===== src/include/ofd_pkg.sv =====
package ofd_pkg;

   // Decoded instruction classes
   typedef enum logic [3:0] {
      OFD_CLS_NONE,
      OFD_CLS_BYTE,
      OFD_CLS_BIT,
      OFD_CLS_LIT8,
      OFD_CLS_MOVFF,
      OFD_CLS_LFSR,
      OFD_CLS_TBL_RD,
      OFD_CLS_TBL_WR,
      OFD_CLS_BRA_REL,
      OFD_CLS_BCC_REL,
      OFD_CLS_GOTO,
      OFD_CLS_CALL,
      OFD_CLS_RET
   } ofd_cls_t;

   // Table pointer step modes
   typedef enum logic [1:0] {
      OFD_TBL_KEEP,
      OFD_TBL_POST_INC,
      OFD_TBL_POST_DEC,
      OFD_TBL_PRE_INC
   } ofd_tbl_step_t;

   // Widths
   localparam int OFD_TABLE_POINTER_W = 21;
   localparam int OFD_TBLLAT_W = 8;
   localparam int OFD_FADDR_W = 12;
   localparam int OFD_LIT20_W = 20;

   // Field positions
   localparam int OFD_POS_A = 8;
   localparam int OFD_POS_D = 9;
   localparam int OFD_POS_BIT = 9;
   localparam int OFD_POS_S = 0;
   // Call keeps its fast bit clear of the low target byte
   localparam int OFD_POS_CALL_S = 8;
   localparam int OFD_POS_PTR = 4;

   // Reset values and limits
   localparam logic [7:0] OFD_IDX_LIMIT = 8'h5F;
   localparam logic [3:0] OFD_ACC_BANK = 4'h0;
   localparam logic [3:0] OFD_ACC_HI_BANK = 4'hF;
   localparam logic [7:0] OFD_ACC_SPLIT = 8'h60;
   localparam logic [15:0] OFD_RST_WORD = 16'h0000;

   typedef struct packed {
      ofd_cls_t cls;
      logic [11:0] file_addr;
      logic use_index;
      logic to_file;
      logic to_accum;
      logic [2:0] bit_idx;
      logic [7:0] bit_mask;
      logic [1:0] ptr_sel;
      logic [11:0] source_file_addr;
      logic [11:0] destination_file_addr;
      logic [19:0] literal;
      logic [20:0] branch_disp;
      logic [19:0] branch_abs;
      ofd_tbl_step_t table_step_mode;
      logic shadow_save;
      logic shadow_restore;
      logic need_second;
   } ofd_fields_t;

endpackage : ofd_pkg


===== src/core/ofd_decode.sv =====
// Contract
// - Access bit zero uses access RAM; one takes bank from bank select.
// - Destination bit one writes byte result back to the file register.
// - Destination bit zero writes byte result to the working accumulator.
// - Three-bit index selects one bit 0..7 of the addressed register.
// - File field is 8-bit address, or 2-bit pointer selector for pointers.
// - Register moves carry full 12-bit source and destination, no banking.
// - Literal extracted at 8, 12 or 20 bits depending on instruction type.
// - Table mode picks keep, post-increment, post-decrement, pre-increment.
// - Relative offsets are two's complement; absolute targets used directly.
// - Fast bit one saves or restores shadows; zero leaves shadows alone.
// - Table pointer is 21 bits wide, table latch 8 bits wide.
// - Don't-care opcode bits never change the decoded result.
// - Access zero, extended set on, address up to 5Fh: indexed offset mode.
`timescale 1ns/10ps

module ofd_decode (
   // Clock and reset
   input wire logic SYS_CLK,
   input wire logic RST,
   // Fetch stage
   input wire logic [15:0] INSTR_WORD,
   input wire logic INSTR_VALID,
   input wire logic EXT_SET_EN,
   // Core state
   input wire logic [3:0] BANK_SELECT_REG,
   input wire logic [20:0] TBL_PTR_LOAD,
   input wire logic TBL_PTR_WR,
   input wire logic [7:0] TBL_LATCH_LOAD,
   input wire logic TBL_LATCH_WR,
   // Decoded fields
   output ofd_pkg::ofd_fields_t FIELDS,
   output logic FIELDS_VALID,
   // Table access state
   output logic [ofd_pkg::OFD_TABLE_POINTER_W-1:0] TABLE_POINTER,
   output logic [ofd_pkg::OFD_TBLLAT_W-1:0] TABLE_LATCH
);

   ////////////////////////////////////////////////////////////////////////
   // Second word tracking for two-word instructions

   logic second_q;
   logic second_d;
   logic [15:0] first_q;
   ofd_pkg::ofd_fields_t f_d;
   ofd_pkg::ofd_fields_t fields_q;
   logic valid_q;
   logic [20:0] tptr_q;
   logic [7:0] tlat_q;

   // Decodes the class from the upper opcode bits, plus low bits for table and return forms
   function automatic ofd_pkg::ofd_cls_t cls_of(input logic [15:0] w);
      ofd_pkg::ofd_cls_t c;
      c = ofd_pkg::OFD_CLS_NONE;
      if (w[15:12] == 4'hC)
         c = ofd_pkg::OFD_CLS_MOVFF;
      else if (w[15:12] == 4'hD)
         c = ofd_pkg::OFD_CLS_BRA_REL;
      else if (w[15:12] == 4'hE) begin
         if (w[11:8] == 4'hF || w[11:8] == 4'hC || w[11:8] == 4'hD)
            c = (w[11:8] == 4'hF) ? ofd_pkg::OFD_CLS_GOTO
              : ((w[11:8] == 4'hE) ? ofd_pkg::OFD_CLS_LFSR
              : ofd_pkg::OFD_CLS_CALL);
         else if (w[11:8] == 4'hE)
            c = ofd_pkg::OFD_CLS_LFSR;
         else
            c = ofd_pkg::OFD_CLS_BCC_REL;
      end
      else if (w[15:12] >= 4'h7 && w[15:12] <= 4'hB)
         c = ofd_pkg::OFD_CLS_BIT;
      else if (w[15:12] == 4'h0 && w[11:8] >= 4'h8)
         c = ofd_pkg::OFD_CLS_LIT8;
      else if (w[15:12] == 4'h0 && w[11:4] == 8'h00) begin
         if (w[3:2] == 2'h2)
            c = ofd_pkg::OFD_CLS_TBL_RD;
         else if (w[3:2] == 2'h3)
            c = ofd_pkg::OFD_CLS_TBL_WR;
         else if (w[3:1] == 3'h1 || w[3:1] == 3'h0)
            c = ofd_pkg::OFD_CLS_NONE;
      end
      else if (w[15:12] == 4'h0 && w[11:2] == 10'h004)
         c = ofd_pkg::OFD_CLS_RET;
      else if (w[15:12] != 4'h0 && w[15:12] <= 4'h6)
         c = ofd_pkg::OFD_CLS_BYTE;
      else if (w[15:12] == 4'h0 && w[11:8] == 4'h1)
         c = ofd_pkg::OFD_CLS_LIT8;
      cls_of = c;
   endfunction : cls_of

   // Banked or access address for byte and bit forms
   function automatic logic [11:0] bank_addr(input logic [15:0] w,
                                             input logic [3:0] bank_select_reg);
      if (w[ofd_pkg::OFD_POS_A])
         bank_addr = {bank_select_reg, w[7:0]};
      else if (w[7:0] < ofd_pkg::OFD_ACC_SPLIT)
         bank_addr = {ofd_pkg::OFD_ACC_BANK, w[7:0]};
      else
         bank_addr = {ofd_pkg::OFD_ACC_HI_BANK, w[7:0]};
   endfunction : bank_addr

   ////////////////////////////////////////////////////////////////////////
   // Combinational field extraction

   always_comb begin
      logic [15:0] w;
      ofd_pkg::ofd_cls_t c;
      w = INSTR_WORD;
      c = cls_of(w);
      f_d = '0;
      second_d = 1'b0;
      if (second_q) begin
         c = cls_of(first_q);
         f_d.cls = c;
         // Second word: top nibble is always 1111 and ignored
         unique case (c)
            ofd_pkg::OFD_CLS_MOVFF: begin
               f_d.source_file_addr = first_q[11:0];
               f_d.destination_file_addr = w[11:0];
            end
            ofd_pkg::OFD_CLS_LFSR: begin
               f_d.ptr_sel = first_q[ofd_pkg::OFD_POS_PTR +: 2];
               f_d.literal = {8'h00, first_q[3:0], w[7:0]};
            end
            default: begin
               f_d.literal = {w[11:0], first_q[7:0]};
               f_d.branch_abs = {w[11:0], first_q[7:0]};
               f_d.shadow_save = (c == ofd_pkg::OFD_CLS_CALL)
                  && first_q[ofd_pkg::OFD_POS_CALL_S];
            end
         endcase
      end
      else begin
         f_d.cls = c;
         unique case (c)
            ofd_pkg::OFD_CLS_BYTE, ofd_pkg::OFD_CLS_BIT: begin
               f_d.file_addr = bank_addr(w, BANK_SELECT_REG);
               f_d.use_index = !w[ofd_pkg::OFD_POS_A] && EXT_SET_EN
                  && (w[7:0] <= ofd_pkg::OFD_IDX_LIMIT);
               if (c == ofd_pkg::OFD_CLS_BYTE) begin
                  f_d.to_file = w[ofd_pkg::OFD_POS_D];
                  f_d.to_accum = !w[ofd_pkg::OFD_POS_D];
               end
               else begin
                  f_d.bit_idx = w[ofd_pkg::OFD_POS_BIT +: 3];
                  f_d.bit_mask = 8'h01 << w[ofd_pkg::OFD_POS_BIT +: 3];
               end
            end
            ofd_pkg::OFD_CLS_LIT8:
               f_d.literal = {12'h000, w[7:0]};
            ofd_pkg::OFD_CLS_TBL_RD, ofd_pkg::OFD_CLS_TBL_WR:
               f_d.table_step_mode = ofd_pkg::ofd_tbl_step_t'(w[1:0]);
            ofd_pkg::OFD_CLS_BRA_REL:
               f_d.branch_disp = {{10{w[10]}}, w[10:0]};
            ofd_pkg::OFD_CLS_BCC_REL:
               f_d.branch_disp = {{13{w[7]}}, w[7:0]};
            ofd_pkg::OFD_CLS_RET:
               f_d.shadow_restore = w[ofd_pkg::OFD_POS_S];
            ofd_pkg::OFD_CLS_MOVFF, ofd_pkg::OFD_CLS_LFSR,
            ofd_pkg::OFD_CLS_GOTO, ofd_pkg::OFD_CLS_CALL: begin
               f_d.need_second = 1'b1;
               second_d = INSTR_VALID;
               f_d.ptr_sel = w[ofd_pkg::OFD_POS_PTR +: 2];
               f_d.source_file_addr = w[11:0];
            end
            default: f_d.cls = ofd_pkg::OFD_CLS_NONE;
         endcase
      end
   end

   ////////////////////////////////////////////////////////////////////////
   // Registers

   always_ff @(posedge SYS_CLK or posedge RST) begin
      if (RST) begin
         second_q <= 1'b0;
         first_q <= ofd_pkg::OFD_RST_WORD;
      end
      else if (INSTR_VALID) begin
         second_q <= second_d;
         first_q <= INSTR_WORD;
      end
   end

   always_ff @(posedge SYS_CLK or posedge RST) begin
      if (RST) begin
         fields_q <= '0;
         valid_q <= 1'b0;
      end
      else begin
         fields_q <= f_d;
         valid_q <= INSTR_VALID && !(f_d.need_second && !second_q);
      end
   end

   // Pointer and latch kept here so table stepping sees their widths
   always_ff @(posedge SYS_CLK or posedge RST) begin
      if (RST) begin
         tptr_q <= '0;
         tlat_q <= '0;
      end
      else begin
         if (TBL_PTR_WR)
            tptr_q <= TBL_PTR_LOAD;
         else if (valid_q && (fields_q.cls == ofd_pkg::OFD_CLS_TBL_RD
                  || fields_q.cls == ofd_pkg::OFD_CLS_TBL_WR)) begin
            unique case (fields_q.table_step_mode)
               ofd_pkg::OFD_TBL_KEEP: tptr_q <= tptr_q;
               ofd_pkg::OFD_TBL_POST_DEC: tptr_q <= tptr_q - 21'h000001;
               ofd_pkg::OFD_TBL_POST_INC, ofd_pkg::OFD_TBL_PRE_INC:
                  tptr_q <= tptr_q + 21'h000001;
            endcase
         end
         if (TBL_LATCH_WR)
            tlat_q <= TBL_LATCH_LOAD;
      end
   end

   assign FIELDS = fields_q;
   assign FIELDS_VALID = valid_q;
   assign TABLE_POINTER = tptr_q;
   assign TABLE_LATCH = tlat_q;

endmodule : ofd_decode


===== config.mk =====
export PLATFORM = sky130hd
export DESIGN_NAME = ofd_decode
export DESIGN_NICKNAME = d
export VERILOG_FILES = /design/src/include/ofd_pkg.sv /design/src/core/ofd_decode.sv
export SDC_FILE = /design/constraint.sdc
export NUM_CORES = 1
export LEC_CHECK = 0
export BUFFER_PORTS_ARGS = -buffer_cell sky130_fd_sc_hd__buf_2
export CAP_MARGIN = 20
export CORE_UTILIZATION = 52
export DETAILED_ROUTE_END_ITERATION = 6
export PLACE_DENSITY = 0.9
export SLEW_MARGIN = 15
export SYNTH_ARGS = -nofsm -noshare
export SYNTH_HDL_FRONTEND = slang
export SYNTH_SLANG_ARGS = --single-unit

===== constraint.sdc =====
create_clock -name SYS_CLK -period 7.54 [get_ports SYS_CLK]
set_clock_uncertainty 0.2 [all_clocks]
set_input_delay 1.508 -clock SYS_CLK [delete_from_list [all_inputs] [get_ports SYS_CLK]]
set_output_delay 1.508 -clock SYS_CLK [all_outputs]
set_load 0.01 [all_outputs]

==> results of run 1 <==
-- through the flow --
stage / util (%) / cell area, um^2
2_1_floorplan: - / 7150
3_3_place_gp: 61.1 / 8160
3_5_place_dp: 61.1 / 8160
4_1_cts: 65.4 / 8730
5_1_grt: 65.4 / 8730
6_report: 65.4 / 8730
-- area by class of cell --
type / count / area, um^2
clock buffers: 21 / 450
clock inverters: 9 / 128
fillers: 1062 / 4610
inverters: 22 / 87.6
multi-input cells: 431 / 3020
flip-flops and latches: 151 / 3780
well taps: 176 / 220
repair buffers: 209 / 1050
-- cells in the mapped netlist (all sizes together), types with 3 or more instances --
master    n
dfrtp   151
a21oi    49
nand2    36
and2     35
nor2     33
clkbuf   32
mux2     31
o21ai    30
buf      24
inv      22
and3     19
ha       19
nand3    16
a21o     13
nand2b   12
a22o     10
mux2i    10
nor2b    10
nor3     10
nor3b     9
xor2      9
nor4      7
xnor2     7
a21boi    5
a31oi     5
nand3b    5
nand4     5
o21bai    5
a32o      4
and3b     4
a221oi    3
o31ai     3
-- layer usage --
layer,vias to the layer above,share of wire [%],global-route usage [%]
li1,2638,-,-
met1,2760,41,34.9
met2,279,50,45.0
met3,27,6.7,4.45
met4,0,2.0,9.77
met5,-,0,0
-- how the worst max path moves through the flow --
stage                   start                 to  slack [ps]
2_1_floorplan             RST          FIELDS[0]        1770
3_3_place_gp   INSTR_WORD[15]           second_q        3730
3_5_place_dp    INSTR_WORD[8]           second_q        3620
4_1_cts             FIELDS[3]  TABLE_POINTER[14]        4010
5_1_grt             FIELDS[3]  TABLE_POINTER[20]        3760
6_report        INSTR_WORD[8]           second_q        3960
-- worst max-delay path, cell delays in order --
cell and delay [ps]:
buf_2 200, nor4_1 380, and3_1 280, nand3b_2 130, a31oi_2 260, a21oi_1 130
nor2_2 560, mux2_2 290
-- cells by family after synthesis --
| family | Yosys count |
|---|---|
| and+or+nand+nor | 213 |
| DFF | 151 |
| AOI/OAI and AO/OA | 141 |
| buffers and inverters | 78 |
| muxes | 41 |
| adders and majority gates | 20 |
| xor gates and xnor gates | 16 |
-- power groups by stage --
stage	combinational, uW	clock, uW	sequential, uW
global route	355	887	906
floorplan	197	0	925
finish	322	839	901
CTS	322	849	900
global placement	311	0	912
detailed placement	319	0	914
-- flip-flops by register name, summed over array words and instances (netlist names) --
register	cells
FIELDS	104
TABLE_POINTER	21
first_q	16
TABLE_LATCH	8
FIELDS_VALID	1
second_q	1
==> flow_metrics.env, run 1 <==
export IMPL_yosys_most_used_dff="dfrtp_1"
export IMPL_grt_max_degree=88
export IMPL_setup_viol=0
export IMPL_dp_hpwl_mm=12.8
export IMPL_setup_tns_ps=0
export IMPL_worst_hold_slack_ps=300
export IMPL_drive_above_1_share_pct=34.0
export IMPL_diodes=0
export IMPL_core_um2=13300
export IMPL_syn2layout_area_growth_pct=22.1
export IMPL_finalMaxSlewViolations=0
export IMPL_fp_dieW_um=119
export IMPL_cts_tree="built"
export IMPL_internal_power_uw=1520
export IMPL_peakVddDrop_mv=0.147
export IMPL_drt_iter0_markers=328
export IMPL_die_h_um=119
export IMPL_leakage_uw=0.00463
export IMPL_reg2reg_slack_ps=4000
export IMPL_maxCapViolCount=0
export IMPL_p_per_area_nw_per_um2=236
export IMPL_yosysTopAreaCellShare_pct=52.8
export IMPL_clock_sinks=151
export IMPL_dieArea_um2=14200
export IMPL_ant_nets=0
export IMPL_fp_row_count=42
export IMPL_totalWireLength_mm=18.4
export IMPL_portBuffers=206
export IMPL_io_pins=207
export IMPL_r2r_end="TABLE_POINTER[14]"
export IMPL_p_switching_uw=544
export IMPL_synth_top_area_cell="dfrtp_1"
export IMPL_grt_pass1_wl_mm=28.8
export IMPL_initial_core_util_pct=53.6
export IMPL_synth_top_family_by_area="simple AND/OR/NAND/NOR gates"
export IMPL_rr_worst_depth=10
export IMPL_maxSlewHeadroom_pct=39.8
export IMPL_ys_seq_area_share_pct=52.8
export IMPL_worstPathArrival_ps=3740
export IMPL_power_frac_seq_pct=43.7
export IMPL_worstSetupPathType="in -> reg"
export IMPL_grt_pass1_vias=5384
export IMPL_synth_edf_count=0
export IMPL_p_total_uw=2060
export IMPL_ys_top_cells_by_area="dfrtp_1 (53%), mux2_2 (4.7%), a21oi_1 (3.4%)"
export IMPL_finalCriticalPeriod_ps=3580
export IMPL_max_freq_mhz=279
export IMPL_gp_congestion=0.884
export IMPL_clockBufferDepth=2
export IMPL_synthAdderAreaFrac_pct=3.60
export IMPL_worstMarginPinSlew_ps=901
export IMPL_clk_pin_slew_worst_paths_ps=60
export IMPL_antenna_found_initial=0
export IMPL_hold_buffers=0
export IMPL_start_kind="input pin"
export IMPL_swShare_pct=26.4
export IMPL_cp_required_ps=7700
export IMPL_synth_simple_area_share_pct=17.5
export IMPL_yosys_warnings=0
export IMPL_pre_cts_ws_ps=3620
export IMPL_fin_ws_ps=3960
export IMPL_combPwrFrac_pct=15.6
export IMPL_p_clk_share_pct=40.7
export IMPL_synth_async_reset_ratio_pct=100
export IMPL_finalNonFillerCells=1019
export IMPL_post_cts_setup_buffers=0
export IMPL_rsz0062_at_grt="false"
export IMPL_numCtsBuffers=17
export IMPL_finalHoldViolations=0
export IMPL_dpl_cell_count=989
export IMPL_worstHoldStart="TABLE_LATCH[7]"
export IMPL_layout_commonest_cell="buf_2"
export IMPL_track_usage_pct=26.7
export IMPL_synthesis_instances=660
export IMPL_first_pass_iters=5
export IMPL_overflow=0
export IMPL_cts_max_level=4
export IMPL_vias_per_cell=5.60
export IMPL_final_cell_mix="buf_2 (206), dfrtp_1 (151), a21oi_1 (48), nand2_1 (36), and2_1 (35)"
export IMPL_synth_nets=735
export IMPL_fin_nets=907
export IMPL_synth_cell_types=68
export IMPL_cts_root_buf="clkbuf_16"
export IMPL_whs_path_depth=1
export IMPL_min_period_over_period_pct=47.5
export IMPL_clk_latency_ps=420
export IMPL_synth_xor_area_share_pct=1.96
export IMPL_status="complete, no violations"
export IMPL_postSynthAreaPerCell_um2=10.8
export IMPL_vias=5704
export IMPL_synth_compound_area_share_pct=12.6
export IMPL_synth_area_um2=7150
export IMPL_end_kind="flip-flop"
export IMPL_avgRoutedWirePerCell_um=18.0
export IMPL_min_to="TABLE_LATCH[7]"
export IMPL_drc=0
export IMPL_worstReg2RegStart="FIELDS[3]"
export IMPL_hold_class="reg -> reg"
export IMPL_crit_fanout=17
export IMPL_synthMuxAreaShare_pct=6.33
export IMPL_ys_seq_elements=151
export IMPL_cts_resized=0
Note: power is estimated with default switching activity, not from simulation.
==> inputs of run 2 (changes only) <==
CORE_UTILIZATION = 47   (was 52)
PLACE_DENSITY = 0.86   (was 0.9)
clock period = 3.22 ns   (was 7.54 ns; I/O delays follow)
==> flow_metrics.env, run 2 (synthesis results as in run 1) <==
export IMPL_status="complete, but fails checks"
export IMPL_violations="design-rule violations"
export IMPL_clk_latency_ps=420
export IMPL_finalMaxSlewViolations=0
export IMPL_internal_power_uw=3540
export IMPL_p_per_area_nw_per_um2=549
export IMPL_grtUsageMet3_pct=5.05
export IMPL_worstSetupPathType="reg -> reg"
export IMPL_end_kind="flip-flop"
export IMPL_hold_buffers=0
export IMPL_crit_fanout=12
export IMPL_overflow=0
export IMPL_vias=5672
export IMPL_totalWireLength_mm=18.3
export IMPL_maxSlewHeadroom_pct=47.3
export IMPL_seqCellArea_um2=3780
export IMPL_rsz0062_at_grt="false"
export IMPL_p_total_uw=4910
export IMPL_antenna_found_initial=0
export IMPL_numCtsBuffers=17
export IMPL_cp_required_ps=3300
export IMPL_grt_pass1_wl_mm=29.3
export IMPL_dp_hpwl_mm=13.0
export IMPL_clockBufferDepth=2
export IMPL_multi_input_area_um2=3030
export IMPL_power_frac_seq_pct=43.0
export IMPL_max_freq_mhz=337
export IMPL_slowest_stage="dfrtp_1"
export IMPL_avgRoutedWirePerCell_um=17.5
export IMPL_finalCriticalPeriod_ps=2970
export IMPL_clock_sinks=151
export IMPL_fin_nets=921
export IMPL_vias_per_cell=5.44
export IMPL_grt_pass1_vias=5421
export IMPL_layout_commonest_cell="buf_2"
export IMPL_portBuffers=206
export IMPL_worstMarginPinSlew_ps=788
export IMPL_crit_path_frequent_cell="a21oi_1"
export IMPL_setup_viol=0
export IMPL_combPwrFrac_pct=15.9
export IMPL_min_period_over_period_pct=92.3
export IMPL_worstPathArrival_ps=3050
export IMPL_top_usage_layer="met2"
export IMPL_grt_util_met1_pct=31.8
export IMPL_fp_row_count=44
export IMPL_cts_tree="built"
export IMPL_leakage_uw=0.00471
export IMPL_cts_resized=0
export IMPL_cts_root_buf="clkbuf_16"
export IMPL_swShare_pct=27.9
export IMPL_gp_congestion=0.877
export IMPL_met2_usage_pct=39.9
export IMPL_drt_iter0_markers=429
export IMPL_finalHoldViolations=0
export IMPL_rr_worst_depth=11
export IMPL_core_um2=14700
export IMPL_crit_chain="inv_1 -> buf_4 -> ha_1 -> a21o_1 -> nor3b_1 -> a221oi_2 -> a21oi_1 -> o21bai_1 -> a21oi_1 -> xor2_1 -> o31ai_1"
export IMPL_p_switching_uw=1370
export IMPL_hold_class="in -> async"
export IMPL_final_cell_mix="buf_2 (206), dfrtp_1 (151), a21oi_1 (48), nand2_1 (36), and2_1 (35)"
export IMPL_syn2layout_area_growth_pct=24.9
export IMPL_io_pins=207
export IMPL_post_cts_setup_buffers=0
export IMPL_track_usage_pct=24.3
export IMPL_largest_reg_flops=104
export IMPL_peakVddDrop_mv=0.357
export IMPL_initial_core_util_pct=48.7
export IMPL_fp_dieW_um=125
export IMPL_ant_nets=0
export IMPL_drive_above_1_share_pct=35.6
export IMPL_first_pass_iters=6
export IMPL_dieArea_um2=15700
export IMPL_clk_pin_slew_worst_paths_ps=60
export IMPL_fin_util_pct=60.8
export IMPL_cpPeakStageDelay_ps=470
export IMPL_fillCellCount=1193
export IMPL_worst_hold_slack_ps=168
export IMPL_cts_max_level=4
export IMPL_die_h_um=125
export IMPL_setup_tns_ps=0
export IMPL_start_kind="flip-flop"
export IMPL_diodes=0
export IMPL_drc=16
export IMPL_grt_max_degree=51
export IMPL_p_clk_share_pct=41.1
export IMPL_maxCapViolCount=0
==> run 2: area by class of cell <==
| cell class | instances | area share (%) |
|---|---|---|
| clock inverter | 13 | 1.78 |
| sequential | 151 | 42.3 |
| tap | 184 | 2.58 |
| clock buffer | 19 | 4.96 |
| timing repair buffer | 223 | 13.5 |
| multi-input combinational | 431 | 33.9 |
| inverter | 22 | 0.966 |
==> run 2: worst max-delay path: cells and delay by family, from the launching register on <==
family,cells,cell delay (ps)
buffers and inverters,2,380
AND/OR/NAND/NOR,1,270
XOR/XNOR,1,190
AO/OA/AOI/OAI,6,960
flip-flops,1,470
adder cells (fa/ha/maj),1,350
==> run 2: final timing paths <==
check / start / to / slack [ps]
setup / recovery: FIELDS[3] / TABLE_POINTER[14] / 250
hold / removal: RST / TABLE_POINTER[6] / 170
setup reg to reg: FIELDS[3] / TABLE_POINTER[14] / 250
hold reg to reg: TABLE_LATCH[2] / TABLE_LATCH[2] / 300
max in group asynchronous: RST / TABLE_LATCH[3] / 1970
min in group SYS_CLK: TBL_PTR_LOAD[6] / TABLE_POINTER[6] / 230
==> run 2: per-layer routing <==
| metal | up-vias | wire length [um] |
|---|---|---|
| met4 | 0 | 399 |
| met2 | 239 | 8830 |
| li1 | 2671 | - |
| met3 | 31 | 1230 |
| met5 | - | 0 |
| met1 | 2731 | 7830 |
==> run 2: through the flow <==
step           cell area [um^2]  instances  worst slack (ps)
2_1_floorplan              7160        660               274
3_3_place_gp               8310       1011               315
3_5_place_dp               8310       1011               222
4_1_cts                    8920       1043               218
5_1_grt                    8940       1043              42.5
6_report                   8940       1043               249
==> run 2: power by group through the flow <==
| stage | Clock (uW) | Combinational (uW) | Sequential, uW |
|---|---|---|---|
| 3_3_place_gp | 0 | 757 | 2140 |
| 5_1_grt | 2150 | 863 | 2120 |
| 2_1_floorplan | 0 | 461 | 2170 |
| 4_1_cts | 2060 | 780 | 2110 |
| 6_report | 2020 | 781 | 2110 |
| 3_5_place_dp | 0 | 773 | 2140 |
